==> src/synth_loader_pkg.sv <==
package synth_loader_pkg;
  // ****************************************************
  // Link timing
  // ****************************************************
  localparam int SYS_CLK_MHZ = 100;
  localparam int LINK_MAX_MBPS = 10;
  localparam int LINK_BIT_NS = 1000 / LINK_MAX_MBPS;
  localparam int LINK_HALF_CYC = (LINK_BIT_NS / 2) * SYS_CLK_MHZ / 1000;
  // ****************************************************
  // Shift register and word identifiers
  // ****************************************************
  localparam int SR_W = 32;
  localparam int ID_LSB = 28;
  localparam logic [3:0] ID_MULTI = 4'h8;
  localparam logic [3:0] ID_AUX = 4'h9;
  localparam logic [3:0] ID_REF = 4'hA;
  // ****************************************************
  // Field positions in the shift register
  // ****************************************************
  localparam int FRAC_INC_LSB = 28;
  localparam int RATIO_ONE_LSB = 16;
  localparam int RATIO_TWO_LSB = 8;
  localparam int SCALE_LONG_LSB = 0;
  localparam int B_SUM_LSB = 24;
  localparam int B_SCALE_LSB = 16;
  localparam int B_K_LSB = 12;
  localparam int B_L_LSB = 10;
  localparam int B_P_LSB = 8;
  localparam int AUX_DIV_LSB = 16;
  localparam int REF_DIV_LSB = 16;
  localparam int MAIN_SEL_LSB = 14;
  localparam int MAIN_OFF_BIT = 13;
  localparam int AUX_SEL_LSB = 11;
  localparam int AUX_OFF_BIT = 10;
  localparam int MODULUS_SEL_BIT = 9;
  localparam int LONG_BIT = 8;
  // ****************************************************
  // Encodings and reset values
  // ****************************************************
  localparam logic [1:0] CODE_TWO = 2'h0;
  localparam logic [1:0] CODE_THREE = 2'h1;
  localparam logic [1:0] CODE_FOUR = 2'h2;
  localparam logic [1:0] PRESC_RATIO_ONE = 2'h1;
  localparam logic [1:0] PRESC_RATIO_TWO = 2'h0;
  localparam logic [1:0] PRESC_RATIO_THREE = 2'h2;
  localparam logic [1:0] PRESC_RATIO_FOUR = 2'h3;
  localparam logic [3:0] FRAC_MOD_FIVE = 4'h5;
  localparam logic [3:0] FRAC_MOD_EIGHT = 4'h8;
  localparam logic [31:0] RST_WORD = 32'h0000_0000;
endpackage

==> src/modulus_sequencer.sv <==
`timescale 1ns/100ps
`default_nettype none
module modulus_sequencer
(
  input wire logic clk_i,
  input wire logic rst_n_i,
  input wire logic ce_i,
  input wire logic run_i,
  input wire logic presc_edge_i,
  input wire logic [11:0] cnt_one_i,
  input wire logic [7:0] cnt_two_i,
  input wire logic [3:0] cnt_three_i,
  input wire logic [3:0] cnt_four_i,
  input wire logic [2:0] inc_i,
  input wire logic [3:0] modulus_i,
  output logic [1:0] ctl_o,
  output logic [2:0] acc_o,
  output logic cycle_o
);
  typedef enum logic [1:0] {PH_TWO, PH_THREE, PH_FOUR, PH_ONE} phase_t;
  phase_t phase;
  logic [11:0] cnt [4];
  logic [3:0] sum;
  logic ovf;
  logic last;

  assign sum = {1'b0, acc_o} + {1'b0, inc_i};
  assign ovf = sum >= modulus_i;
  assign last = (phase == PH_ONE) && (cnt[3] <= 12'h001);

  function automatic logic [1:0] ctl_of(input phase_t p);
    case (p)
      PH_TWO: ctl_of = synth_loader_pkg::PRESC_RATIO_TWO;
      PH_THREE: ctl_of = synth_loader_pkg::PRESC_RATIO_THREE;
      PH_FOUR: ctl_of = synth_loader_pkg::PRESC_RATIO_FOUR;
      default: ctl_of = synth_loader_pkg::PRESC_RATIO_ONE;
    endcase
  endfunction

  // Ratio two, three, four, then one; a zero count still lasts one prescaler edge
  always_ff @(posedge clk_i or negedge rst_n_i)
  begin
    if (!rst_n_i)
    begin
      phase <= PH_ONE;
      cnt <= '{default: 12'h000};
      acc_o <= 3'h0;
      ctl_o <= synth_loader_pkg::PRESC_RATIO_ONE;
      cycle_o <= 1'b0;
    end
    else if (ce_i)
    begin
      cycle_o <= 1'b0;
      if (run_i && presc_edge_i)
      begin
        if (last)
        begin
          // Overflow borrows one ratio-one cycle as ratio two: N+1
          acc_o <= ovf ? 3'(sum - modulus_i) : sum[2:0];
          cnt[0] <= 12'({4'h0, cnt_two_i} + {11'h0, ovf});
          cnt[1] <= {8'h00, cnt_three_i};
          cnt[2] <= {8'h00, cnt_four_i};
          cnt[3] <= cnt_one_i - {11'h0, ovf};
          cycle_o <= 1'b1;
          phase <= PH_TWO;
          ctl_o <= ctl_of(PH_TWO);
        end
        else if (cnt[phase] <= 12'h001)
        begin
          cnt[phase] <= 12'h000;
          phase <= phase_t'(phase + 2'h1);
          ctl_o <= ctl_of(phase_t'(phase + 2'h1));
        end
        else
        begin
          cnt[phase] <= cnt[phase] - 12'h001;
        end
      end
    end
  end
endmodule
`default_nettype wire

==> src/pin_sync.sv <==
`timescale 1ns/100ps
`default_nettype none
module pin_sync
#(
  parameter int W = 4
)
(
  input wire logic clk_i,
  input wire logic rst_n_i,
  input wire logic ce_i,
  input wire logic [W-1:0] pin_i,
  output logic [W-1:0] level_o,
  output logic [W-1:0] rise_o
);
  logic [W-1:0] meta;
  logic [W-1:0] prev;

  // Two stages, then one more for edge finding
  always_ff @(posedge clk_i or negedge rst_n_i)
  begin
    if (!rst_n_i)
    begin
      meta <= '0;
      level_o <= '0;
      prev <= '0;
    end
    else if (ce_i)
    begin
      meta <= pin_i;
      level_o <= meta;
      prev <= level_o;
    end
  end

  assign rise_o = level_o & ~prev;
endmodule
`default_nettype wire

==> src/synth_serial_program_loader.sv <==
`timescale 1ns/100ps
`default_nettype none
// Operation
// - Three-wire data, clock and strobe link at up to 10 Mbit/s.
// - Strobe copies words to working registers; setup word waits for main word.
// - Transfer happens on the strobe rising edge.
// - Main word strobe enters speed-up while strobe stays high.
// - Serial clock pulses ignored while strobe is high.
// - Bits taken on leading clock edge, word LSB first.
// - Each field is sent from its own MSB first.
// - Short main word: zero id, 3-bit increment, 12-bit and 8-bit counts.
// - 8-bit field is ratio-two count, or 4-bit count plus 4-bit sum.
// - Format bit picks short or long main word with 8-bit scale factor.
// - Setup word: id 1000, sum, scale, integral, proportional, ratio code.
// - Ratio code 00 two, 01 three, 10 four ratios; sequencer still spends one prescaler edge in each zero-count ratio.
// - Aux word: id 1001, 12-bit aux divide, eight free bits.
// - Reference word: id 1010, divide, selects, disables, modulus, format.
// - Main reference select codes give M, 2M, 4M, 8M.
// - Aux reference select codes give M, 2M, 4M, 8M.
// - Modulus bit gives accumulator modulus 5 or 8.
// - Aux synthesiser disabled when its disable bit is one.
// - Main synthesiser disabled when its disable bit is one.
// - Prescaler control 01 ratio one, 00 two, 10 three, 11 four.
// - Accumulator adds increment each comparison cycle; overflow gives N+1.
module synth_serial_program_loader
(
  input wire logic SYS_CLK_I,
  input wire logic RST_N_I,
  input wire logic CE_I,
  input wire logic SDATA_I,
  input wire logic SCLK_I,
  input wire logic STROBE_I,
  input wire logic PRESC_PULSE_I,
  output logic SPEEDUP_O,
  output logic MAIN_DISABLE_O,
  output logic AUX_DISABLE_O,
  output logic [2:0] FRAC_INCREMENT_O,
  output logic [11:0] RATIO_ONE_COUNT_O,
  output logic [7:0] RATIO_TWO_FIELD_O,
  output logic [3:0] RATIO_TWO_COUNT_O,
  output logic [3:0] RATIO_THREE_COUNT_O,
  output logic [3:0] RATIO_FOUR_COUNT_O,
  output logic [7:0] CURRENT_SCALE_FACTOR_O,
  output logic [3:0] INTEGRAL_ACCEL_O,
  output logic [1:0] PROP_ACCEL_O,
  output logic [1:0] RATIO_COUNT_CODE_O,
  output logic [11:0] AUX_DIVIDE_VALUE_O,
  output logic [11:0] REF_DIVIDE_VALUE_O,
  output logic [3:0] MAIN_REF_FACTOR_O,
  output logic [3:0] AUX_REF_FACTOR_O,
  output logic [3:0] FRAC_MODULUS_O,
  output logic LONG_FORMAT_O,
  output logic PRESCALER_CTL_HI_O,
  output logic PRESCALER_CTL_LO_O,
  output logic [2:0] FRAC_ACC_O,
  output logic CMP_CYCLE_O
);
  // ****************************************************
  // Declarations
  // ****************************************************
  logic [2:0] pin_level;
  logic [2:0] pin_rise;
  logic sdata;
  logic sclk_rise;
  logic stb_level;
  logic stb_rise;
  logic presc_rise;
  logic [31:0] shift_reg;
  logic is_main;
  logic [3:0] word_id;
  // Working registers
  logic [2:0] frac_increment;
  logic [11:0] ratio_one_count;
  logic [7:0] ratio_two_field;
  logic [7:0] current_scale_factor;
  logic [3:0] sum_two_to_four;
  logic [3:0] integral_accel;
  logic [1:0] prop_accel;
  logic [1:0] ratio_count_code;
  logic [11:0] aux_divide_value;
  logic [11:0] ref_divide_value;
  logic [1:0] main_ref_sel;
  logic [1:0] aux_ref_sel;
  logic main_disable;
  logic aux_disable;
  logic frac_modulus_sel;
  logic long_format;
  logic speedup;
  // Temporary holding for the setup word
  logic setup_pending;
  logic [3:0] tmp_sum;
  logic [7:0] tmp_scale;
  logic [3:0] tmp_integral;
  logic [1:0] tmp_prop;
  logic [1:0] tmp_code;
  // Derived counts
  logic [3:0] ratio_two_count;
  logic [3:0] ratio_three_count;
  logic [3:0] ratio_four_count;
  logic [3:0] next_two;
  logic [3:0] next_three;
  logic [3:0] next_four;
  logic [3:0] main_ref_factor;
  logic [3:0] aux_ref_factor;
  logic [3:0] frac_modulus;
  logic [1:0] presc_ctl;

  // ****************************************************
  // Functions
  // ****************************************************
  // Field sent MSB first inside an LSB-first word: reverse it
  function automatic logic [11:0] get_field(input logic [31:0] sr, input int lsb,
                                            input int w);
    logic [11:0] r;
    r = 12'h000;
    for (int i = 0; i < 12; i++)
    begin
      if (i < w)
      begin
        r[i] = sr[lsb + w - 1 - i];
      end
    end
    return r;
  endfunction

  function automatic logic [3:0] ref_factor(input logic [1:0] sel);
    ref_factor = 4'h1 << sel;
  endfunction

  // ****************************************************
  // Pin synchronisers
  // ****************************************************
  pin_sync #(
    .W(3)
  ) u_link_sync (
    .clk_i(SYS_CLK_I),
    .rst_n_i(RST_N_I),
    .ce_i(CE_I),
    .pin_i({STROBE_I, SCLK_I, SDATA_I}),
    .level_o(pin_level),
    .rise_o(pin_rise)
  );

  pin_sync #(
    .W(1)
  ) u_presc_sync (
    .clk_i(SYS_CLK_I),
    .rst_n_i(RST_N_I),
    .ce_i(CE_I),
    .pin_i(PRESC_PULSE_I),
    .level_o(),
    .rise_o(presc_rise)
  );

  assign sdata = pin_level[0];
  assign sclk_rise = pin_rise[1];
  assign stb_level = pin_level[2];
  assign stb_rise = pin_rise[2];

  // ****************************************************
  // Shift register
  // ****************************************************
  // Data taken on the leading clock edge, word MSB lands at bit 31
  always_ff @(posedge SYS_CLK_I or negedge RST_N_I)
  begin
    if (!RST_N_I)
    begin
      shift_reg <= synth_loader_pkg::RST_WORD;
    end
    else if (CE_I && sclk_rise && !stb_level)
    begin
      shift_reg <= {sdata, shift_reg[31:1]};
    end
  end

  assign word_id = shift_reg[31:synth_loader_pkg::ID_LSB];
  assign is_main = !shift_reg[31];

  // ****************************************************
  // Main divide word
  // ****************************************************
  always_ff @(posedge SYS_CLK_I or negedge RST_N_I)
  begin
    if (!RST_N_I)
    begin
      frac_increment <= 3'h0;
      ratio_one_count <= 12'h000;
      ratio_two_field <= 8'h00;
    end
    else if (CE_I && stb_rise && is_main)
    begin
      frac_increment <= 3'(get_field(shift_reg, synth_loader_pkg::FRAC_INC_LSB, 3));
      ratio_one_count <= get_field(shift_reg, synth_loader_pkg::RATIO_ONE_LSB, 12);
      ratio_two_field <= 8'(get_field(shift_reg, synth_loader_pkg::RATIO_TWO_LSB, 8));
    end
  end

  // ****************************************************
  // Multimodulus setup word and its commit
  // ****************************************************
  always_ff @(posedge SYS_CLK_I or negedge RST_N_I)
  begin
    if (!RST_N_I)
    begin
      setup_pending <= 1'b0;
      tmp_sum <= 4'h0;
      tmp_scale <= 8'h00;
      tmp_integral <= 4'h0;
      tmp_prop <= 2'h0;
      tmp_code <= 2'h0;
    end
    else if (CE_I && stb_rise)
    begin
      if (!is_main && word_id == synth_loader_pkg::ID_MULTI)
      begin
        setup_pending <= 1'b1;
        tmp_sum <= 4'(get_field(shift_reg, synth_loader_pkg::B_SUM_LSB, 4));
        tmp_scale <= 8'(get_field(shift_reg, synth_loader_pkg::B_SCALE_LSB, 8));
        tmp_integral <= 4'(get_field(shift_reg, synth_loader_pkg::B_K_LSB, 4));
        tmp_prop <= 2'(get_field(shift_reg, synth_loader_pkg::B_L_LSB, 2));
        tmp_code <= 2'(get_field(shift_reg, synth_loader_pkg::B_P_LSB, 2));
      end
      else if (is_main)
      begin
        setup_pending <= 1'b0;
      end
    end
  end

  // Working copy of setup fields; long word overrides the scale factor
  always_ff @(posedge SYS_CLK_I or negedge RST_N_I)
  begin
    if (!RST_N_I)
    begin
      current_scale_factor <= 8'h00;
      sum_two_to_four <= 4'h0;
      integral_accel <= 4'h0;
      prop_accel <= 2'h0;
      ratio_count_code <= synth_loader_pkg::CODE_TWO;
    end
    else if (CE_I && stb_rise && is_main)
    begin
      if (setup_pending)
      begin
        sum_two_to_four <= tmp_sum;
        current_scale_factor <= tmp_scale;
        integral_accel <= tmp_integral;
        prop_accel <= tmp_prop;
        ratio_count_code <= tmp_code;
      end
      if (long_format)
      begin
        current_scale_factor <= 8'(get_field(shift_reg, synth_loader_pkg::SCALE_LONG_LSB, 8));
      end
    end
  end

  // ****************************************************
  // Auxiliary divide and reference config words
  // ****************************************************
  always_ff @(posedge SYS_CLK_I or negedge RST_N_I)
  begin
    if (!RST_N_I)
    begin
      aux_divide_value <= 12'h000;
    end
    else if (CE_I && stb_rise && !is_main && word_id == synth_loader_pkg::ID_AUX)
    begin
      aux_divide_value <= get_field(shift_reg, synth_loader_pkg::AUX_DIV_LSB, 12);
    end
  end

  always_ff @(posedge SYS_CLK_I or negedge RST_N_I)
  begin
    if (!RST_N_I)
    begin
      ref_divide_value <= 12'h000;
      main_ref_sel <= 2'h0;
      main_disable <= 1'b0;
      aux_ref_sel <= 2'h0;
      aux_disable <= 1'b0;
      frac_modulus_sel <= 1'b0;
      long_format <= 1'b0;
    end
    else if (CE_I && stb_rise && !is_main && word_id == synth_loader_pkg::ID_REF)
    begin
      ref_divide_value <= get_field(shift_reg, synth_loader_pkg::REF_DIV_LSB, 12);
      main_ref_sel <= 2'(get_field(shift_reg, synth_loader_pkg::MAIN_SEL_LSB, 2));
      main_disable <= shift_reg[synth_loader_pkg::MAIN_OFF_BIT];
      aux_ref_sel <= 2'(get_field(shift_reg, synth_loader_pkg::AUX_SEL_LSB, 2));
      aux_disable <= shift_reg[synth_loader_pkg::AUX_OFF_BIT];
      frac_modulus_sel <= shift_reg[synth_loader_pkg::MODULUS_SEL_BIT];
      long_format <= shift_reg[synth_loader_pkg::LONG_BIT];
    end
  end

  // ****************************************************
  // Speed-up mode
  // ****************************************************
  always_ff @(posedge SYS_CLK_I or negedge RST_N_I)
  begin
    if (!RST_N_I)
    begin
      speedup <= 1'b0;
    end
    else if (CE_I)
    begin
      if (stb_rise && is_main)
      begin
        speedup <= 1'b1;
      end
      else if (!stb_level)
      begin
        speedup <= 1'b0;
      end
    end
  end

  // ****************************************************
  // Ratio counts and decodes
  // ****************************************************
  always_comb
  begin
    next_two = 4'h0;
    next_three = 4'h0;
    next_four = 4'h0;
    case (ratio_count_code)
      synth_loader_pkg::CODE_THREE:
      begin
        next_two = ratio_two_field[7:4];
        next_three = ratio_two_field[3:0] - ratio_two_field[7:4];
      end
      synth_loader_pkg::CODE_FOUR:
      begin
        next_two = ratio_two_field[7:4];
        next_three = ratio_two_field[3:0] - ratio_two_field[7:4];
        next_four = sum_two_to_four - ratio_two_field[3:0];
      end
      default:
      begin
        next_two = 4'h0;
      end
    endcase
  end

  always_ff @(posedge SYS_CLK_I or negedge RST_N_I)
  begin
    if (!RST_N_I)
    begin
      ratio_two_count <= 4'h0;
      ratio_three_count <= 4'h0;
      ratio_four_count <= 4'h0;
      main_ref_factor <= 4'h1;
      aux_ref_factor <= 4'h1;
      frac_modulus <= synth_loader_pkg::FRAC_MOD_FIVE;
    end
    else if (CE_I)
    begin
      ratio_two_count <= next_two;
      ratio_three_count <= next_three;
      ratio_four_count <= next_four;
      main_ref_factor <= ref_factor(main_ref_sel);
      aux_ref_factor <= ref_factor(aux_ref_sel);
      frac_modulus <= frac_modulus_sel ? synth_loader_pkg::FRAC_MOD_EIGHT
                                       : synth_loader_pkg::FRAC_MOD_FIVE;
    end
  end

  // ****************************************************
  // Prescaler modulus sequencing
  // ****************************************************
  modulus_sequencer u_seq (
    .clk_i(SYS_CLK_I),
    .rst_n_i(RST_N_I),
    .ce_i(CE_I),
    .run_i(!main_disable),
    .presc_edge_i(presc_rise),
    .cnt_one_i(ratio_one_count),
    .cnt_two_i(ratio_count_code == synth_loader_pkg::CODE_TWO ? ratio_two_field
                                                               : {4'h0, ratio_two_count}),
    .cnt_three_i(ratio_three_count),
    .cnt_four_i(ratio_four_count),
    .inc_i(frac_increment),
    .modulus_i(frac_modulus),
    .ctl_o(presc_ctl),
    .acc_o(FRAC_ACC_O),
    .cycle_o(CMP_CYCLE_O)
  );

  // ****************************************************
  // Outputs
  // ****************************************************
  assign SPEEDUP_O = speedup;
  assign MAIN_DISABLE_O = main_disable;
  assign AUX_DISABLE_O = aux_disable;
  assign FRAC_INCREMENT_O = frac_increment;
  assign RATIO_ONE_COUNT_O = ratio_one_count;
  assign RATIO_TWO_FIELD_O = ratio_two_field;
  assign RATIO_TWO_COUNT_O = ratio_two_count;
  assign RATIO_THREE_COUNT_O = ratio_three_count;
  assign RATIO_FOUR_COUNT_O = ratio_four_count;
  assign CURRENT_SCALE_FACTOR_O = current_scale_factor;
  assign INTEGRAL_ACCEL_O = integral_accel;
  assign PROP_ACCEL_O = prop_accel;
  assign RATIO_COUNT_CODE_O = ratio_count_code;
  assign AUX_DIVIDE_VALUE_O = aux_divide_value;
  assign REF_DIVIDE_VALUE_O = ref_divide_value;
  assign MAIN_REF_FACTOR_O = main_ref_factor;
  assign AUX_REF_FACTOR_O = aux_ref_factor;
  assign FRAC_MODULUS_O = frac_modulus;
  assign LONG_FORMAT_O = long_format;
  assign PRESCALER_CTL_HI_O = presc_ctl[1];
  assign PRESCALER_CTL_LO_O = presc_ctl[0];
endmodule
`default_nettype wire

==> config.mk <==
export PLATFORM = sky130hd
export DESIGN_NAME = synth_serial_program_loader
export DESIGN_NICKNAME = d
export VERILOG_FILES = /design/src/synth_loader_pkg.sv /design/src/modulus_sequencer.sv /design/src/pin_sync.sv /design/src/synth_serial_program_loader.sv
export SDC_FILE = /design/constraint.sdc
export NUM_CORES = 1
export LEC_CHECK = 0
export ABC_AREA = 0
export BUFFER_PORTS_ARGS = -buffer_cell sky130_fd_sc_hd__clkbuf_2
export CORE_UTILIZATION = 40
export CTS_CLUSTER_DIAMETER = 150
export DETAILED_ROUTE_END_ITERATION = 12
export GPL_TIMING_DRIVEN = 0
export HOLD_SLACK_MARGIN = 0.1
export SETUP_SLACK_MARGIN = 0.1
export SLEW_MARGIN = 5
export SYNTH_ARGS = -nofsm -noshare
export SYNTH_HDL_FRONTEND = slang
export SYNTH_SLANG_ARGS = --single-unit
==> constraint.sdc <==
create_clock -name SYS_CLK_I -period 4.2 [get_ports SYS_CLK_I]
set_clock_uncertainty 0.15 [all_clocks]
set_input_delay 0.63 -clock SYS_CLK_I [delete_from_list [all_inputs] [get_ports SYS_CLK_I]]
set_output_delay 0.63 -clock SYS_CLK_I [all_outputs]
set_load 0.005 [all_outputs]
# ---- After elaboration in Yosys (flattened, before gate mapping)
# Index checks and enable logic that the tools add are counted.
# Widths: inputs -> output; s select.
dict set report op_classes {
  magnitude_cmp 5
  n_shift 2
  muxes 27
  n_bitwise 7
  reduce_logical 28
  n_addsub 8
  eq_ne 10
}
# cell count
set ops {}
lappend ops {{$mux 48} 2}
lappend ops {{$and 48x48->48} 1}
lappend ops {{$bwmux 48} 1}
lappend ops {{$not 48->48} 1}
lappend ops {{$mux 12} 3}
lappend ops {{$bmux 12 s2} 1}
lappend ops {{$demux 12 s2} 1}
lappend ops {{$le 12x1->1 const B} 2}
lappend ops {{$mux 8} 3}
lappend ops {{$mux 4} 4}
lappend ops {{$eq 4x4->1 const B} 3}
lappend ops {{$logic_and 1x1->1} 12}
lappend ops {{$reduce_and 2->1} 6}
lappend ops {{$sub 12x1->12} 1}
lappend ops {{$sub 12x1->12 const B} 1}
lappend ops {{$add 8x1->9} 1}
lappend ops {{$mux 2} 4}
lappend ops {{$shl 1x2->4 const A} 2}
lappend ops {{$sub 4x4->4} 2}
lappend ops {{$eq 2x2->1 const B} 3}
lappend ops {{$mux 1} 6}
lappend ops {{$pmux 2 s3} 1}
lappend ops {{$reduce_and 3->1} 2}
lappend ops {{$add 3x3->4} 1}
lappend ops {{other kinds (18)} 23}
dict set report word_totals {
  output_inout_bits 97
  elab_cells 131
  reg_bits 221
  input_bits 7
}

# ---- Longest topological paths before layout
# Gate-level depths: netlist of the first run.
dict set report logic_depth {
  depth_word 9
  depth_mapped 15
  ltp_nobuf 15
}

# ---- Cells and area by module
# A second synthesis of the first run with hierarchy kept.
dict set report hier_totals {
  hier_cells 800
  hier_area_um2 10259.8
}
# mod n_inst seq_area_each_um2 area_each_um2 cells_each
set modules_own_cells {}
lappend modules_own_cells {synth_serial_program_loader 1 3782.4 6227.2 421}
lappend modules_own_cells {modulus_sequencer 1 1405.1 3527.1 350}
lappend modules_own_cells {{pin_sync (u_link_sync)} 1 225.2 390.4 22}
lappend modules_own_cells {{pin_sync (u_presc_sync)} 1 75.1 115.1 7}

# ---- Worst setup path after synthesis of the first run
# Ideal clock, no wire load.
dict set report synth_path {
  path_type {register to register}
  start {reg frac_increment[0], in the netlist FRAC_INCREMENT_O[0]}
  end {reg u_seq.cnt[42] in the netlist's numbering}
  synth_period_minus_slack_ns 3.282
  n_path_buf 0
  t_required_ns 3.924
  path_slack_ns 0.918
  setup_time_ns 0.126
  t_arrival_ns 3.006
  stages_incl_launch_ff 16
  cell_sequence {dfrtp_1 -> ha_1 -> inv_1 -> fa_1 -> ha_1 -> a21bo_2 -> a21o_1 -> a21oi_1 -> inv_1 -> ha_1 -> ha_1 -> inv_1 -> a211oi_1 -> xnor2_1 -> nor2_1 -> a221o_1}
}
dict set report synth_via {
  elab_chain_cells 4
}
# item line_no
set synth_lines {}
lappend synth_lines {{start, declared} synth_serial_program_loader.sv:72} ;# logic [2:0] frac_increment;
lappend synth_lines {{start signal, assigned} synth_serial_program_loader.sv:192} ;# frac_increment <= 3'(get_field(shift_reg, synth_loader_pkg::FRAC_INC_LSB, 3));
lappend synth_lines {{$add 3x3->4} modulus_sequencer.sv:27} ;# assign sum = {1'b0, acc_o} + {1'b0, inc_i};
lappend synth_lines {{$ge 4x4->1} modulus_sequencer.sv:28} ;# assign ovf = sum >= modulus_i;
lappend synth_lines {{$add 8x1->9} modulus_sequencer.sv:60} ;# cnt[0] <= 12'({4'h0, cnt_two_i} + {11'h0, ovf});
lappend synth_lines {{$mux 48} modulus_sequencer.sv:56} ;# if (last)
lappend synth_lines {{end signal, assigned by index} modulus_sequencer.sv:76} ;# cnt[phase] <= cnt[phase] - 12'h001;
lappend synth_lines {{end, declared} modulus_sequencer.sv:22} ;# logic [11:0] cnt [4];
# No other way between the ends.
# A chain may end at the register's enable or synchronous reset.

# ---- Final worst setup path of the first run
dict set report layout_path {
  start {reg u_seq.phase[1]}
  end {reg u_seq.cnt[35] in the netlist's numbering}
}
dict set report layout_via {
  elab_chain_cells 9
  word_cells_on_any_way 18
  classes_between {add/sub (1); order compare (3); eq/ne (1); mux (8); bitwise (3); reduce/logical (2)}
}
# item line_no
set layout_lines {}
lappend layout_lines {{start, declared} modulus_sequencer.sv:21} ;# phase_t phase;
lappend layout_lines {{start signal, assigned} modulus_sequencer.sv:71} ;# phase <= phase_t'(phase + 2'h1);
lappend layout_lines {{branches (longest 8 deep; another with $sub 12x1->12)} n/a}
lappend layout_lines {{$mux 48 (*)} modulus_sequencer.sv:56}
# Mark *: on every way between the ends. The select of a mux whose other input is x is not followed.

==> impl_summary.log, run 1 <==
INFO  metric status = complete, no violations
INFO  metric timing.critical_path.cells = buf_1 > mux4_2 > inv_1 > ha_1 > nor2_1 > nor4_2 > buf_2 > a311oi_1 > nor2_1 > a32o_1
INFO  metric dieArea = 26,300 um2
INFO  metric synth_common_cells = 212 x sky130_fd_sc_hd__dfrtp_1, 126 x sky130_fd_sc_hd__mux2_2, 43 x sky130_fd_sc_hd__inv_1, 41 x sky130_fd_sc_hd__nand2_1, 38 x sky130_fd_sc_hd__o21ai_0
INFO  metric ys_seq_elements = 218
INFO  metric io_buffer_count = 102
INFO  metric cts_max_path_buffers = 3
INFO  metric area.growth.synth_to_final = 18.3%
INFO  metric maximum_fanout_count_along_the_critical_path = 10
INFO  metric grt_use_total = 0.215
INFO  metric syn-mean-instance-area = 12.3 um2
INFO  metric die-width = 162 um
INFO  metric worst_hold_path_type = in -> reg
INFO  metric die_y = 162 um
INFO  metric power_density = 645 nW/um2
INFO  metric setup_tns_final = 0 ns
INFO  metric dp.cells = 1,266
INFO  metric synth.net_count = 867
INFO  metric drc = 0
INFO  metric hpwlAfterDp = 19,600 um
INFO  metric globalRouteOverflowTotal = 0
INFO  metric dp_slack = 0.302 ns
INFO  metric worst-endpoint-arrival = 4.14 ns
INFO  metric number_of_flip_flops_under_the_largest_register_name = 48
INFO  metric wirelength = 27,300 um
INFO  metric type_of_element_capturing_the_critical_path = flip-flop
INFO  metric final_core_utilization = 0.482
INFO  metric max-cap-violations = 0
INFO  metric maxSlewViolCount = 0
INFO  metric cts.clk_slew.worst_paths = 0.06 ns
INFO  metric post-synth-top-area-cell = sky130_fd_sc_hd__dfrtp_1
INFO  metric gp_routability_congestion = 0.939
INFO  metric worstSkewPairLatency = 0.55 ns
INFO  metric setup_slack_of_the_critical_path_after_layout = 0.374 ns
INFO  metric num_rows = 58
INFO  metric final_hold_viol_count = 0
INFO  metric clock_sinks = 218
INFO  metric leakagePower = 0.00573 uW
INFO  metric path_buf_inv = 3
INFO  metric min_period = 3.83 ns
INFO  metric drt_iter0_markers = 598
INFO  metric yosysWarningCount = 0
INFO  metric clock-root-buffer = sky130_fd_sc_hd__clkbuf_16
INFO  metric cts_inserted_buffers = 24
INFO  metric cpPeakStageDelay = 0.62 ns
INFO  metric critical-path-slowest-cell = sky130_fd_sc_hd__dfstp_2
INFO  metric startpoint_type = flip-flop
INFO  metric synth-async-reset-ratio = 1.00
INFO  metric synth_top_cells_by_area = sky130_fd_sc_hd__dfrtp_1 52%, sky130_fd_sc_hd__mux2_2 14%, sky130_fd_sc_hd__ha_1 3.0%, sky130_fd_sc_hd__mux4_2 2.6%, sky130_fd_sc_hd__o21ai_0 1.9%
INFO  metric via_per_inst = 5.65
INFO  metric ant_nets = 0
INFO  metric detail_route.first_pass.iterations = 5
INFO  metric layout.filler_cells = 2,283
INFO  metric final_nets = 998
INFO  metric drive_gt1_frac = 0.321
INFO  metric max_freq = 0.261 GHz
INFO  metric final.hold.worst_slack = 0.161 ns
INFO  metric final_clock_period_utilization_by_the_worst_path = 0.911
INFO  metric htree_num_levels = 1
INFO  metric yosys.cell_count.top_type = sky130_fd_sc_hd__dfrtp_1
INFO  metric post_layout_nonfiller_instances = 1,311
INFO  metric cts_setup_buffers = 0
INFO  metric startpoint_to_endpoint_class_of_the_critical_path = reg -> reg
INFO  metric timing.max_slew.rel_slack = 0.101
INFO  metric required_worst_endpoint = 4.51 ns
INFO  metric synth_enable_flop_cells = 0
INFO  metric grt_pass1_wl = 43,700 um
INFO  metric wl_per_cell = 20.8 um
INFO  metric synth.distinct_cells = 69
INFO  metric ir_worst_vdd = 0.428 mV
INFO  metric synth.cell_area = 10,300 um2
INFO  metric yosys_most_used_dff = sky130_fd_sc_hd__dfrtp_1
INFO  metric path_common_cell = sky130_fd_sc_hd__nor2_1
INFO  metric cts_tree = yes
INFO  metric synth.top_cell.area_share = 0.517
INFO  metric grt_pass1_vias = 7,473
INFO  metric design.portCount = 104
INFO  metric grt_setup_unrepaired = false
INFO  metric grt_antenna_before_repair = 0
INFO  metric tightest_slew = 1.33 ns
INFO  metric critical-path-top-delay-family = buffers and inverters
INFO  metric n_antenna_cell = 0
INFO  metric synthesis.instances = 832
INFO  metric core_region_area = 25,200 um2
INFO  metric initial_utilization = 0.408
INFO  metric ys_seq_area_frac = 0.532
INFO  metric maximum_number_of_pins_on_one_net_before_global_route_repair = 109
INFO  metric vias = 7,409
INFO  metric timing.final.setup_violations = 0
-- cells in the final DEF (no fill, tap or decap), types with 4 or more instances in the layout --
cell                        instances
sky130_fd_sc_hd__nor4_1             6
sky130_fd_sc_hd__a311oi_1          12
sky130_fd_sc_hd__o2bb2ai_1         10
sky130_fd_sc_hd__a22oi_1            9
sky130_fd_sc_hd__nand3_1           18
sky130_fd_sc_hd__o22ai_1           17
sky130_fd_sc_hd__a22o_1             8
sky130_fd_sc_hd__clkbuf_2         101
sky130_fd_sc_hd__dfstp_2            6
sky130_fd_sc_hd__nor2_1            34
sky130_fd_sc_hd__nor3_1             5
sky130_fd_sc_hd__clkbuf_8           6
sky130_fd_sc_hd__a221o_1           11
sky130_fd_sc_hd__a21o_1             9
sky130_fd_sc_hd__xor2_1            12
sky130_fd_sc_hd__nand2_1           41
sky130_fd_sc_hd__bufinv_16          4
sky130_fd_sc_hd__buf_4              5
sky130_fd_sc_hd__a21oi_1           16
sky130_fd_sc_hd__o31ai_1           10
sky130_fd_sc_hd__nor2b_1            4
sky130_fd_sc_hd__mux2i_1            6
sky130_fd_sc_hd__dfrtp_1          212
sky130_fd_sc_hd__ha_1              25
sky130_fd_sc_hd__o21ai_1            7
sky130_fd_sc_hd__and3_1             6
sky130_fd_sc_hd__clkbuf_16         24
sky130_fd_sc_hd__mux4_2            12
sky130_fd_sc_hd__clkbuf_1          32
sky130_fd_sc_hd__mux2_2           126
sky130_fd_sc_hd__o21ai_0           38
sky130_fd_sc_hd__inv_1             43
sky130_fd_sc_hd__a32o_1            11
sky130_fd_sc_hd__clkinv_2           6
sky130_fd_sc_hd__xnor2_1           14
-- worst paths after layout --
kind	startpoint	endpoint	slack, ns	depth (start not counted)
max in group asynchronous	RST_N_I	u_seq.cnt[32]$_DFFE_PN0P_	2.79	3
max	u_seq.phase[1]$_DFFE_PN1P_	u_seq.cnt[35]$_DFFE_PN0P_	0.37	10
max reg2reg	u_seq.phase[1]$_DFFE_PN1P_	u_seq.cnt[35]$_DFFE_PN0P_	0.37	10
min	SCLK_I	u_link_sync.meta[1]$_DFFE_PN0P_	0.16	2
min in group asynchronous	RST_N_I	RATIO_TWO_COUNT_O[2]$_DFFE_PN0P_	0.36	2
min reg2reg	aux_ref_sel[1]$_DFFE_PN0P_	AUX_REF_FACTOR_O[0]$_DFFE_PN1P_	0.34	1
-- cells by family after synthesis --
kind of cell / Yosys count / synth area share
other cells: 1 / 0.000365
compound gates: 183 / 0.128
mux: 145 / 0.172
buf+inv: 87 / 0.0355
flops: 218 / 0.532
fa+ha+maj: 28 / 0.0363
simple gates: 144 / 0.0734
xor+xnor: 26 / 0.0222
-- per-layer routing --
metal	track usage	part of all wire	vias up
li1	-	-	3343
met1	0.297	0.44	3808
met2	0.349	0.48	208
met3	0.0301	0.050	50
met4	0.0656	0.028	0
met5	0	0	-
-- power breakdown --
| group | switching (uW) | internal [uW] |
|---|---|---|
| sequential | 275 | 2420 |
| combinational | 1660 | 1170 |
| clock | 906 | 1390 |
-- stage by stage --
stage	power (uW)	cell area (um2)
2_1_floorplan	4680	10300
3_3_place_gp	5490	11200
3_5_place_dp	5510	11200
4_1_cts	7830	12100
5_1_grt	8240	12100
6_report	7820	12100
-- repair_timing --
action                                  in CTS  in global routing
gates resized for setup                      0                  1
endpoints found under the hold margin        6                  0
hold buffers                                 1                  0
endpoints found under the setup margin       0                  3
-- layout make-up --
| cell class | instances | area, um2 | area share |
|---|---|---|---|
| inverter | 43 | 161 | 0.0133 |
| timing repair buffer | 105 | 584 | 0.0481 |
| sequential | 218 | 5460 | 0.450 |
| buffer | 44 | 203 | 0.0167 |
| clock inverter | 14 | 203 | 0.0167 |
| tap | 330 | 413 | 0.0340 |
| clock buffer | 30 | 673 | 0.0555 |
| multi-input combinational | 527 | 4440 | 0.366 |
Power figures use the tool's default switching activity.
==> run 2, diff against run 1 <==
==> constraint.sdc (replaced) <==
create_clock -name SYS_CLK_I -period 4.6 [get_ports SYS_CLK_I]
set_clock_uncertainty 0.15 [all_clocks]
set_input_delay 0.69 -clock SYS_CLK_I [delete_from_list [all_inputs] [get_ports SYS_CLK_I]]
set_output_delay 0.69 -clock SYS_CLK_I [all_outputs]
set_load 0.005 [all_outputs]
==> impl_summary.log, run 2 (synthesis gave the netlist of run 1 again) <==
INFO  metric cts_tree = yes (unchanged)
INFO  metric worst_hold_path_type = in -> reg (unchanged)
INFO  metric final.hold.worst_slack = 0.221 ns (was 0.161 ns)
INFO  metric layout.filler_cells = 2,285 (was 2,283)
INFO  metric leakagePower = 0.00573 uW (about the same)
INFO  metric ir_worst_vdd = 0.395 mV (was 0.428 mV)
INFO  metric die-width = 162 um (unchanged)
INFO  metric grt_pass1_wl = 43,700 um (unchanged)
INFO  metric core_region_area = 25,200 um2 (unchanged)
INFO  metric worstRegToRegCells = 15 (was 10)
INFO  metric final_nets = 998 (unchanged)
INFO  metric min_period = 3.93 ns (was 3.83 ns)
INFO  metric maxUsedRoutingLayer = met4 (unchanged)
INFO  metric worstSkewPairLatency = 0.55 ns (about the same)
INFO  metric internal-power = 4550 uW (was 4980 uW)
INFO  metric timing.final.setup_violations = 0 (unchanged)
INFO  metric timing.max_slew.rel_slack = 0.0823 (was 0.101)
INFO  metric routed-wl-met2 = 13,100 um (about the same)
INFO  metric wirelength = 27,400 um (was 27,300 um)
INFO  metric cts.clk_slew.worst_paths = 0.06 ns (about the same)
INFO  metric status = complete, no violations (unchanged)
INFO  metric final_hold_viol_count = 0 (unchanged)
INFO  metric type_of_element_capturing_the_critical_path = flip-flop (unchanged)
INFO  metric grt_use_total = 0.215 (unchanged)
INFO  metric reg2reg_to = u_seq.cnt[42]$_DFFE_PN0P_ (was u_seq.cnt[35]$_DFFE_PN0P_)
INFO  metric n_antenna_cell = 0 (unchanged)
INFO  metric clock-root-buffer = sky130_fd_sc_hd__clkbuf_16 (unchanged)
INFO  metric maximum_fanout_count_along_the_critical_path = 4 (was 10)
INFO  metric cts_setup_buffers = 0 (unchanged)
INFO  metric detail_route.wirelength.met1 = 12,200 um (was 12,100 um)
INFO  metric final_clock_period_utilization_by_the_worst_path = 0.855 (was 0.911)
INFO  metric initial_utilization = 0.408 (unchanged)
INFO  metric startpoint_type = flip-flop (unchanged)
INFO  metric cts-resized-gates = 0 (unchanged)
INFO  metric origin_of_the_worst_min_delay_path = SCLK_I (unchanged)
INFO  metric combPwrFrac = 0.362 (about the same)
INFO  metric hold_path_end = u_link_sync.meta[1]$_DFFE_PN0P_ (unchanged)
INFO  metric p_clk_frac = 0.293 (about the same)
INFO  metric grt_setup_unrepaired = false (unchanged)
INFO  metric drive_gt1_frac = 0.320 (was 0.321)
INFO  metric required_worst_endpoint = 4.87 ns (was 4.51 ns)
INFO  metric cts_inserted_buffers = 24 (unchanged)
INFO  metric vias = 7,409 (unchanged)
INFO  metric max-cap-violations = 0 (unchanged)
INFO  metric clock_sinks = 218 (unchanged)
INFO  metric power_density = 589 nW/um2 (was 645 nW/um2)
INFO  metric multi_input_comb_area = 4440 um2 (about the same)
INFO  metric detail_route.first_pass.iterations = 5 (unchanged)
INFO  metric drc = 0 (unchanged)
INFO  metric register_area = 5460 um2 (unchanged)
INFO  metric io_buffer_count = 102 (unchanged)
INFO  metric worst-endpoint-arrival = 4.20 ns (was 4.14 ns)
INFO  metric tightest_slew = 1.36 ns (was 1.33 ns)
INFO  metric gp_routability_congestion = 0.939 (unchanged)
INFO  metric timing.rr.start = FRAC_INCREMENT_O[0]$_DFFE_PN0P_ (was u_seq.phase[1]$_DFFE_PN1P_)
INFO  metric max_freq = 0.254 GHz (was 0.261 GHz)
INFO  metric area.growth.synth_to_final = 18.3% (about the same)
INFO  metric maximum_number_of_pins_on_one_net_before_global_route_repair = 109 (unchanged)
INFO  metric number_of_flip_flops_under_the_largest_register_name = 48 (unchanged)
INFO  metric layout.cells.most_common = sky130_fd_sc_hd__dfrtp_1 (unchanged)
INFO  metric grt_pass1_vias = 7,473 (unchanged)
INFO  metric cts_hold_buffers = 1 (unchanged)
INFO  metric most-common-layout-cells = 212 x sky130_fd_sc_hd__dfrtp_1, 126 x sky130_fd_sc_hd__mux2_2, 101 x sky130_fd_sc_hd__clkbuf_2 (unchanged)
INFO  metric switchingPower = 2600 uW (was 2840 uW)
INFO  metric design.portCount = 104 (unchanged)
INFO  metric setup_tns_final = 0 ns (unchanged)
INFO  metric dieArea = 26,300 um2 (unchanged)
INFO  metric power.share.switching = 0.363 (about the same)
INFO  metric num_rows = 58 (unchanged)
INFO  metric startpoint_to_endpoint_class_of_the_critical_path = reg -> reg (unchanged)
INFO  metric drt_iter0_markers = 608 (was 598)
INFO  metric wire_length_on_met3 = 1290 um (was 1370 um)
INFO  metric cts_max_path_buffers = 3 (unchanged)
INFO  metric via_per_inst = 5.65 (unchanged)
INFO  metric post_layout_nonfiller_instances = 1,311 (unchanged)
INFO  metric hold_path_depth = 2 (unchanged)
INFO  metric wl_per_cell = 20.9 um (was 20.8 um)
INFO  metric maxSlewViolCount = 0 (unchanged)
INFO  metric htree_num_levels = 1 (unchanged)
INFO  metric die_y = 162 um (unchanged)
INFO  metric reg2reg_setup_slack = 0.67 ns (was 0.37 ns)
INFO  metric p_seq_frac = 0.345 (was 0.344)
INFO  metric hpwlAfterDp = 19,600 um (unchanged)
INFO  metric globalRouteOverflowTotal = 0 (unchanged)
INFO  metric totalPowerFinal = 7150 uW (was 7820 uW)
INFO  metric dp.cells = 1,266 (unchanged)
INFO  metric grt_antenna_before_repair = 0 (unchanged)
INFO  metric ant_nets = 0 (unchanged)
-- run 2: cell counts in the layout (fill, tap and decap cells not counted) --
No cell type changed its count.
-- run 2: worst max path at each step --
stage	cells after the start	to	slack, ns	from
4_1_cts	15	u_seq.cnt[42]$_DFFE_PN0P_	0.66	FRAC_INCREMENT_O[0]$_DFFE_PN0P_
3_3_place_gp	1	AUX_DIVIDE_VALUE_O[7]$_DFFE_PN0P_	-1.77	RST_N_I
3_5_place_dp	15	u_seq.cnt[42]$_DFFE_PN0P_	0.70	FRAC_INCREMENT_O[0]$_DFFE_PN0P_
6_report	15	u_seq.cnt[42]$_DFFE_PN0P_	0.67	FRAC_INCREMENT_O[0]$_DFFE_PN0P_
5_1_grt	15	u_seq.cnt[42]$_DFFE_PN0P_	0.40	FRAC_INCREMENT_O[0]$_DFFE_PN0P_
2_1_floorplan	15	u_seq.cnt[42]$_DFFE_PN0P_	1.32	FRAC_INCREMENT_O[0]$_DFFE_PN0P_
-- run 2: cell type report --
cell class | instances | area share
Sequential cell | 218 | 0.450
Multi-Input combinational cell | 527 | 0.366
Clock buffer | 30 | 0.0555
Timing Repair Buffer | 105 | 0.0481
Tap cell | 330 | 0.0340
Clock inverter | 14 | 0.0167
Buffer | 44 | 0.0167
Inverter | 43 | 0.0133
-- run 2: metal layers --
layer / GRT usage / vias up
met3: 0.0301 / 49
met5: 0 / -
met2: 0.349 / 211
met1: 0.297 / 3807
li1: - / 3342
met4: 0.0656 / 0
-- run 2: metrics by stage --
stage | cell area [um2] | setup slack [ns] | utilization
after floorplan | 10300 | 1.32 | -
after global placement | 11200 | -1.77 | 0.444
after detailed placement | 11200 | 0.702 | 0.447
after CTS | 12100 | 0.656 | 0.482
after global routing | 12100 | 0.401 | 0.482
final | 12100 | 0.667 | 0.482
-- run 2: worst max-delay path: stages, from the launching register on --
cell	delay (ns)
sky130_fd_sc_hd__dfrtp_1	0.46
sky130_fd_sc_hd__ha_1	0.21
sky130_fd_sc_hd__inv_1	0.06
sky130_fd_sc_hd__fa_1	0.52
sky130_fd_sc_hd__ha_1	0.19
sky130_fd_sc_hd__a21bo_2	0.22
sky130_fd_sc_hd__a21o_1	0.17
sky130_fd_sc_hd__a21oi_1	0.39
sky130_fd_sc_hd__inv_1	0.23
sky130_fd_sc_hd__ha_1	0.31
sky130_fd_sc_hd__ha_1	0.24
sky130_fd_sc_hd__inv_1	0.07
sky130_fd_sc_hd__a211oi_1	0.05
sky130_fd_sc_hd__xnor2_1	0.16
sky130_fd_sc_hd__nor2_1	0.10
sky130_fd_sc_hd__a221o_1	0.26
-- run 2: power by group through the flow --
stage | clock (uW) | sequential, uW | combinational, uW
2_1_floorplan | 0 | 2390 | 1880
3_3_place_gp | 0 | 2480 | 2530
3_5_place_dp | 0 | 2490 | 2540
4_1_cts | 2130 | 2460 | 2560
5_1_grt | 2210 | 2490 | 2820
6_report | 2090 | 2460 | 2590
==> run 3, diff against run 2 <==
--- a/config.mk
+++ b/config.mk
@@ -16,4 +16,5 @@
 export SLEW_MARGIN = 5
 export SYNTH_ARGS = -nofsm -noshare
 export SYNTH_HDL_FRONTEND = slang
+export SYNTH_HIERARCHICAL = 1
 export SYNTH_SLANG_ARGS = --single-unit
==> impl_summary.log, run 3 <==
INFO  metric status = complete, no violations (unchanged)
INFO  metric p_seq_frac = 0.375 (was 0.345)
INFO  metric clock_sinks = 218 (unchanged)
INFO  metric cts-resized-gates = 0 (unchanged)
INFO  metric number_of_flip_flops_under_the_largest_register_name = 48 (unchanged)
INFO  metric cts_max_path_buffers = 3 (unchanged)
INFO  metric num_rows = 58 (unchanged)
INFO  metric final_nets = 967 (was 998)
INFO  metric timing.final.setup_violations = 0 (unchanged)
INFO  metric io_buffer_count = 102 (unchanged)
INFO  metric internal-power = 4330 uW (was 4550 uW)
INFO  metric multi_input_comb_area = 4410 um2 (was 4440 um2)
INFO  metric final_hold_viol_count = 0 (unchanged)
INFO  metric switchingPower = 2240 uW (was 2600 uW)
INFO  metric stdcell_area = 12,100 um2 (about the same)
INFO  metric tightest_slew = 1.02 ns (was 1.36 ns)
INFO  metric worstSkewPairLatency = 0.51 ns (was 0.55 ns)
INFO  metric globalRouteOverflowTotal = 0 (unchanged)
INFO  metric initial_utilization = 0.407 (was 0.408)
INFO  metric cts_tree = yes (unchanged)
INFO  metric final_clock_period_utilization_by_the_worst_path = 0.929 (was 0.855)
INFO  metric die_y = 162 um (about the same)
INFO  metric p_clk_frac = 0.313 (was 0.293)
INFO  metric grt_pass1_wl = 39,800 um (was 43,700 um)
INFO  metric ant_nets = 0 (unchanged)
INFO  metric combPwrFrac = 0.312 (was 0.362)
INFO  metric dieArea = 26,200 um2 (was 26,300 um2)
INFO  metric maxSlewViolCount = 0 (unchanged)
INFO  metric post_layout_nonfiller_instances = 1,278 (was 1,311)
INFO  metric drive_gt1_frac = 0.366 (was 0.320)
INFO  metric max-cap-violations = 0 (unchanged)
INFO  metric worst_hold_path_type = in -> reg (unchanged)
INFO  metric maximum_number_of_pins_on_one_net_before_global_route_repair = 100 (was 109)
INFO  metric layout.cells.most_common = sky130_fd_sc_hd__dfrtp_1 (unchanged)
INFO  metric cts_inserted_buffers = 25 (was 24)
INFO  metric power.share.switching = 0.341 (was 0.363)
INFO  metric setup_slack_of_the_critical_path_after_layout = 0.329 ns (was 0.667 ns)
INFO  metric register_area = 5460 um2 (unchanged)
INFO  metric most-common-layout-cells = 212 x sky130_fd_sc_hd__dfrtp_1, 131 x sky130_fd_sc_hd__mux2_2, 102 x sky130_fd_sc_hd__clkbuf_2 (was 212 x sky130_fd_sc_hd__dfrtp_1, 126 x sky130_fd_sc_hd__mux2_2, 101 x sky130_fd_sc_hd__clkbuf_2)
INFO  metric yosysWarningCount = 6 (was 0)
INFO  metric syn-mean-instance-area = 12.8 um2 (was 12.3 um2)
INFO  metric startpoint_to_endpoint_class_of_the_critical_path = reg -> reg (unchanged)
INFO  metric core_region_area = 25,100 um2 (was 25,200 um2)
INFO  metric leakagePower = 0.00584 uW (was 0.00573 uW)
INFO  metric design.portCount = 104 (unchanged)
INFO  metric grt_antenna_before_repair = 0 (unchanged)
INFO  metric n_antenna_cell = 0 (unchanged)
INFO  metric gp_routability_congestion = 0.870 (was 0.939)
INFO  metric dp_slack = 0.286 ns (was 0.702 ns)
INFO  metric dp.cells = 1,232 (was 1,266)
INFO  metric power_density = 544 nW/um2 (was 589 nW/um2)
INFO  metric wl_per_cell = 19.3 um (was 20.9 um)
INFO  metric startpoint_type = flip-flop (unchanged)
INFO  metric drc = 0 (unchanged)
INFO  metric cts_setup_buffers = 0 (unchanged)
INFO  metric via_per_inst = 5.38 (was 5.65)
INFO  metric required_worst_endpoint = 4.84 ns (was 4.87 ns)
INFO  metric timing.max_slew.rel_slack = 0.317 (was 0.0823)
INFO  metric synthesis.instances = 797 (was 832)
INFO  metric grt_pass1_vias = 6,787 (was 7,473)
INFO  metric htree_num_levels = 1 (unchanged)
INFO  metric die-width = 162 um (about the same)
INFO  metric min_period = 4.27 ns (was 3.93 ns)
INFO  metric drt_iter0_markers = 425 (was 608)
INFO  metric area.growth.synth_to_final = 18.2% (was 18.3%)
INFO  metric grt_use_total = 0.194 (was 0.215)
INFO  metric cts.clk_slew.worst_paths = 0.06 ns (about the same)
INFO  metric detail_route.first_pass.iterations = 4 (was 5)
INFO  metric wirelength = 24,700 um (was 27,400 um)
INFO  metric worst-endpoint-arrival = 4.51 ns (was 4.20 ns)
INFO  metric max_freq = 0.234 GHz (was 0.254 GHz)
INFO  metric vias = 6,878 (was 7,409)
INFO  metric reg2reg_setup_slack = 0.33 ns (was 0.67 ns)
INFO  metric placed_area = 11,200 um2 (about the same)
INFO  metric ir_worst_vdd = 0.309 mV (was 0.395 mV)
INFO  metric clock-root-buffer = sky130_fd_sc_hd__clkbuf_16 (unchanged)
INFO  metric hpwlAfterDp = 17,700 um (was 19,600 um)
INFO  metric maximum_fanout_count_along_the_critical_path = 5 (was 4)
INFO  metric synth.cell_area = 10,200 um2 (was 10,300 um2)
INFO  metric type_of_element_capturing_the_critical_path = flip-flop (unchanged)
INFO  metric layout.filler_cells = 2,339 (was 2,285)
INFO  metric grt_setup_unrepaired = false (unchanged)
## run 3: what timing repair did
item	4_1_cts	5_1_grt
hold buffers	1	0
hold endpoints to repair	25	0
endpoints found under the setup margin	0	0
## run 3: through the flow
step / hold slack, ns / setup TNS, ns / util / power (uW)
6_report: 0.266 / 0 / 0.481 / 6570
2_1_floorplan: 0.244 / 0 / - / 3920
3_5_place_dp: 0.312 / 0 / 0.446 / 4530
4_1_cts: 0.244 / 0 / 0.481 / 6610
3_3_place_gp: 0.309 / -362.60 / 0.444 / 4490
5_1_grt: 0.249 / 0 / 0.481 / 6950
## run 3: final timing paths
| path | start | cells past startpoint | endpoint |
|---|---|---|---|
| max | FRAC_INCREMENT_O[0]$_DFFE_PN0P_ | 13 | u_seq/cnt[8]$_DFFE_PN0P_ |
| min | STROBE_I | 2 | u_link_sync/meta[2]$_DFFE_PN0P_ |
| max reg2reg | FRAC_INCREMENT_O[0]$_DFFE_PN0P_ | 13 | u_seq/cnt[8]$_DFFE_PN0P_ |
| min reg2reg | frac_modulus_sel$_DFFE_PN0P_ | 1 | FRAC_MODULUS_O[2]$_DFFE_PN1P_ |
| max in group asynchronous | RST_N_I | 4 | u_seq/phase[0]$_DFFE_PN1P_ |
| min in group asynchronous | RST_N_I | 2 | CURRENT_SCALE_FACTOR_O[3]$_DFFE_PN0P_ |
## run 3: final cells by class
type                            instances  area share
Buffer                                 33      0.0164
Clock buffer                           29      0.0539
Clock inverter                         16      0.0170
Inverter                               40      0.0124
Multi-Input combinational cell        507       0.365
Sequential cell                       218       0.453
Tap cell                              330      0.0342
Timing Repair Buffer                  105      0.0484
## run 3: worst max-delay path: stages, from the launching register on
cell and delay (ns):
sky130_fd_sc_hd__dfrtp_1 0.47, sky130_fd_sc_hd__ha_1 0.25, sky130_fd_sc_hd__fa_1 0.50, sky130_fd_sc_hd__fa_1 0.45, sky130_fd_sc_hd__a21o_1 0.17, sky130_fd_sc_hd__a21o_1 0.17, sky130_fd_sc_hd__a21oi_1 0.44, sky130_fd_sc_hd__inv_1 0.17
sky130_fd_sc_hd__ha_1 0.28, sky130_fd_sc_hd__ha_1 0.27, sky130_fd_sc_hd__nand4_1 0.12, sky130_fd_sc_hd__xor2_1 0.24, sky130_fd_sc_hd__o21ai_0 0.12, sky130_fd_sc_hd__o32a_1 0.38
## run 3: power by group through the flow
stage | registers, uW | clock network, uW | logic [uW]
4_1_cts | 2460 | 2110 | 2050
3_5_place_dp | 2490 | 0 | 2040
5_1_grt | 2490 | 2180 | 2280
2_1_floorplan | 2390 | 0 | 1530
6_report | 2460 | 2060 | 2050
3_3_place_gp | 2480 | 0 | 2010
## run 3: layer usage
layer	vias to the layer above	wire [um]	global-route usage
met5	-	0	0
met4	0	403	0.0433
met3	37	1070	0.0268
met2	163	12100	0.322
met1	3518	11100	0.269
li1	3160	-	-
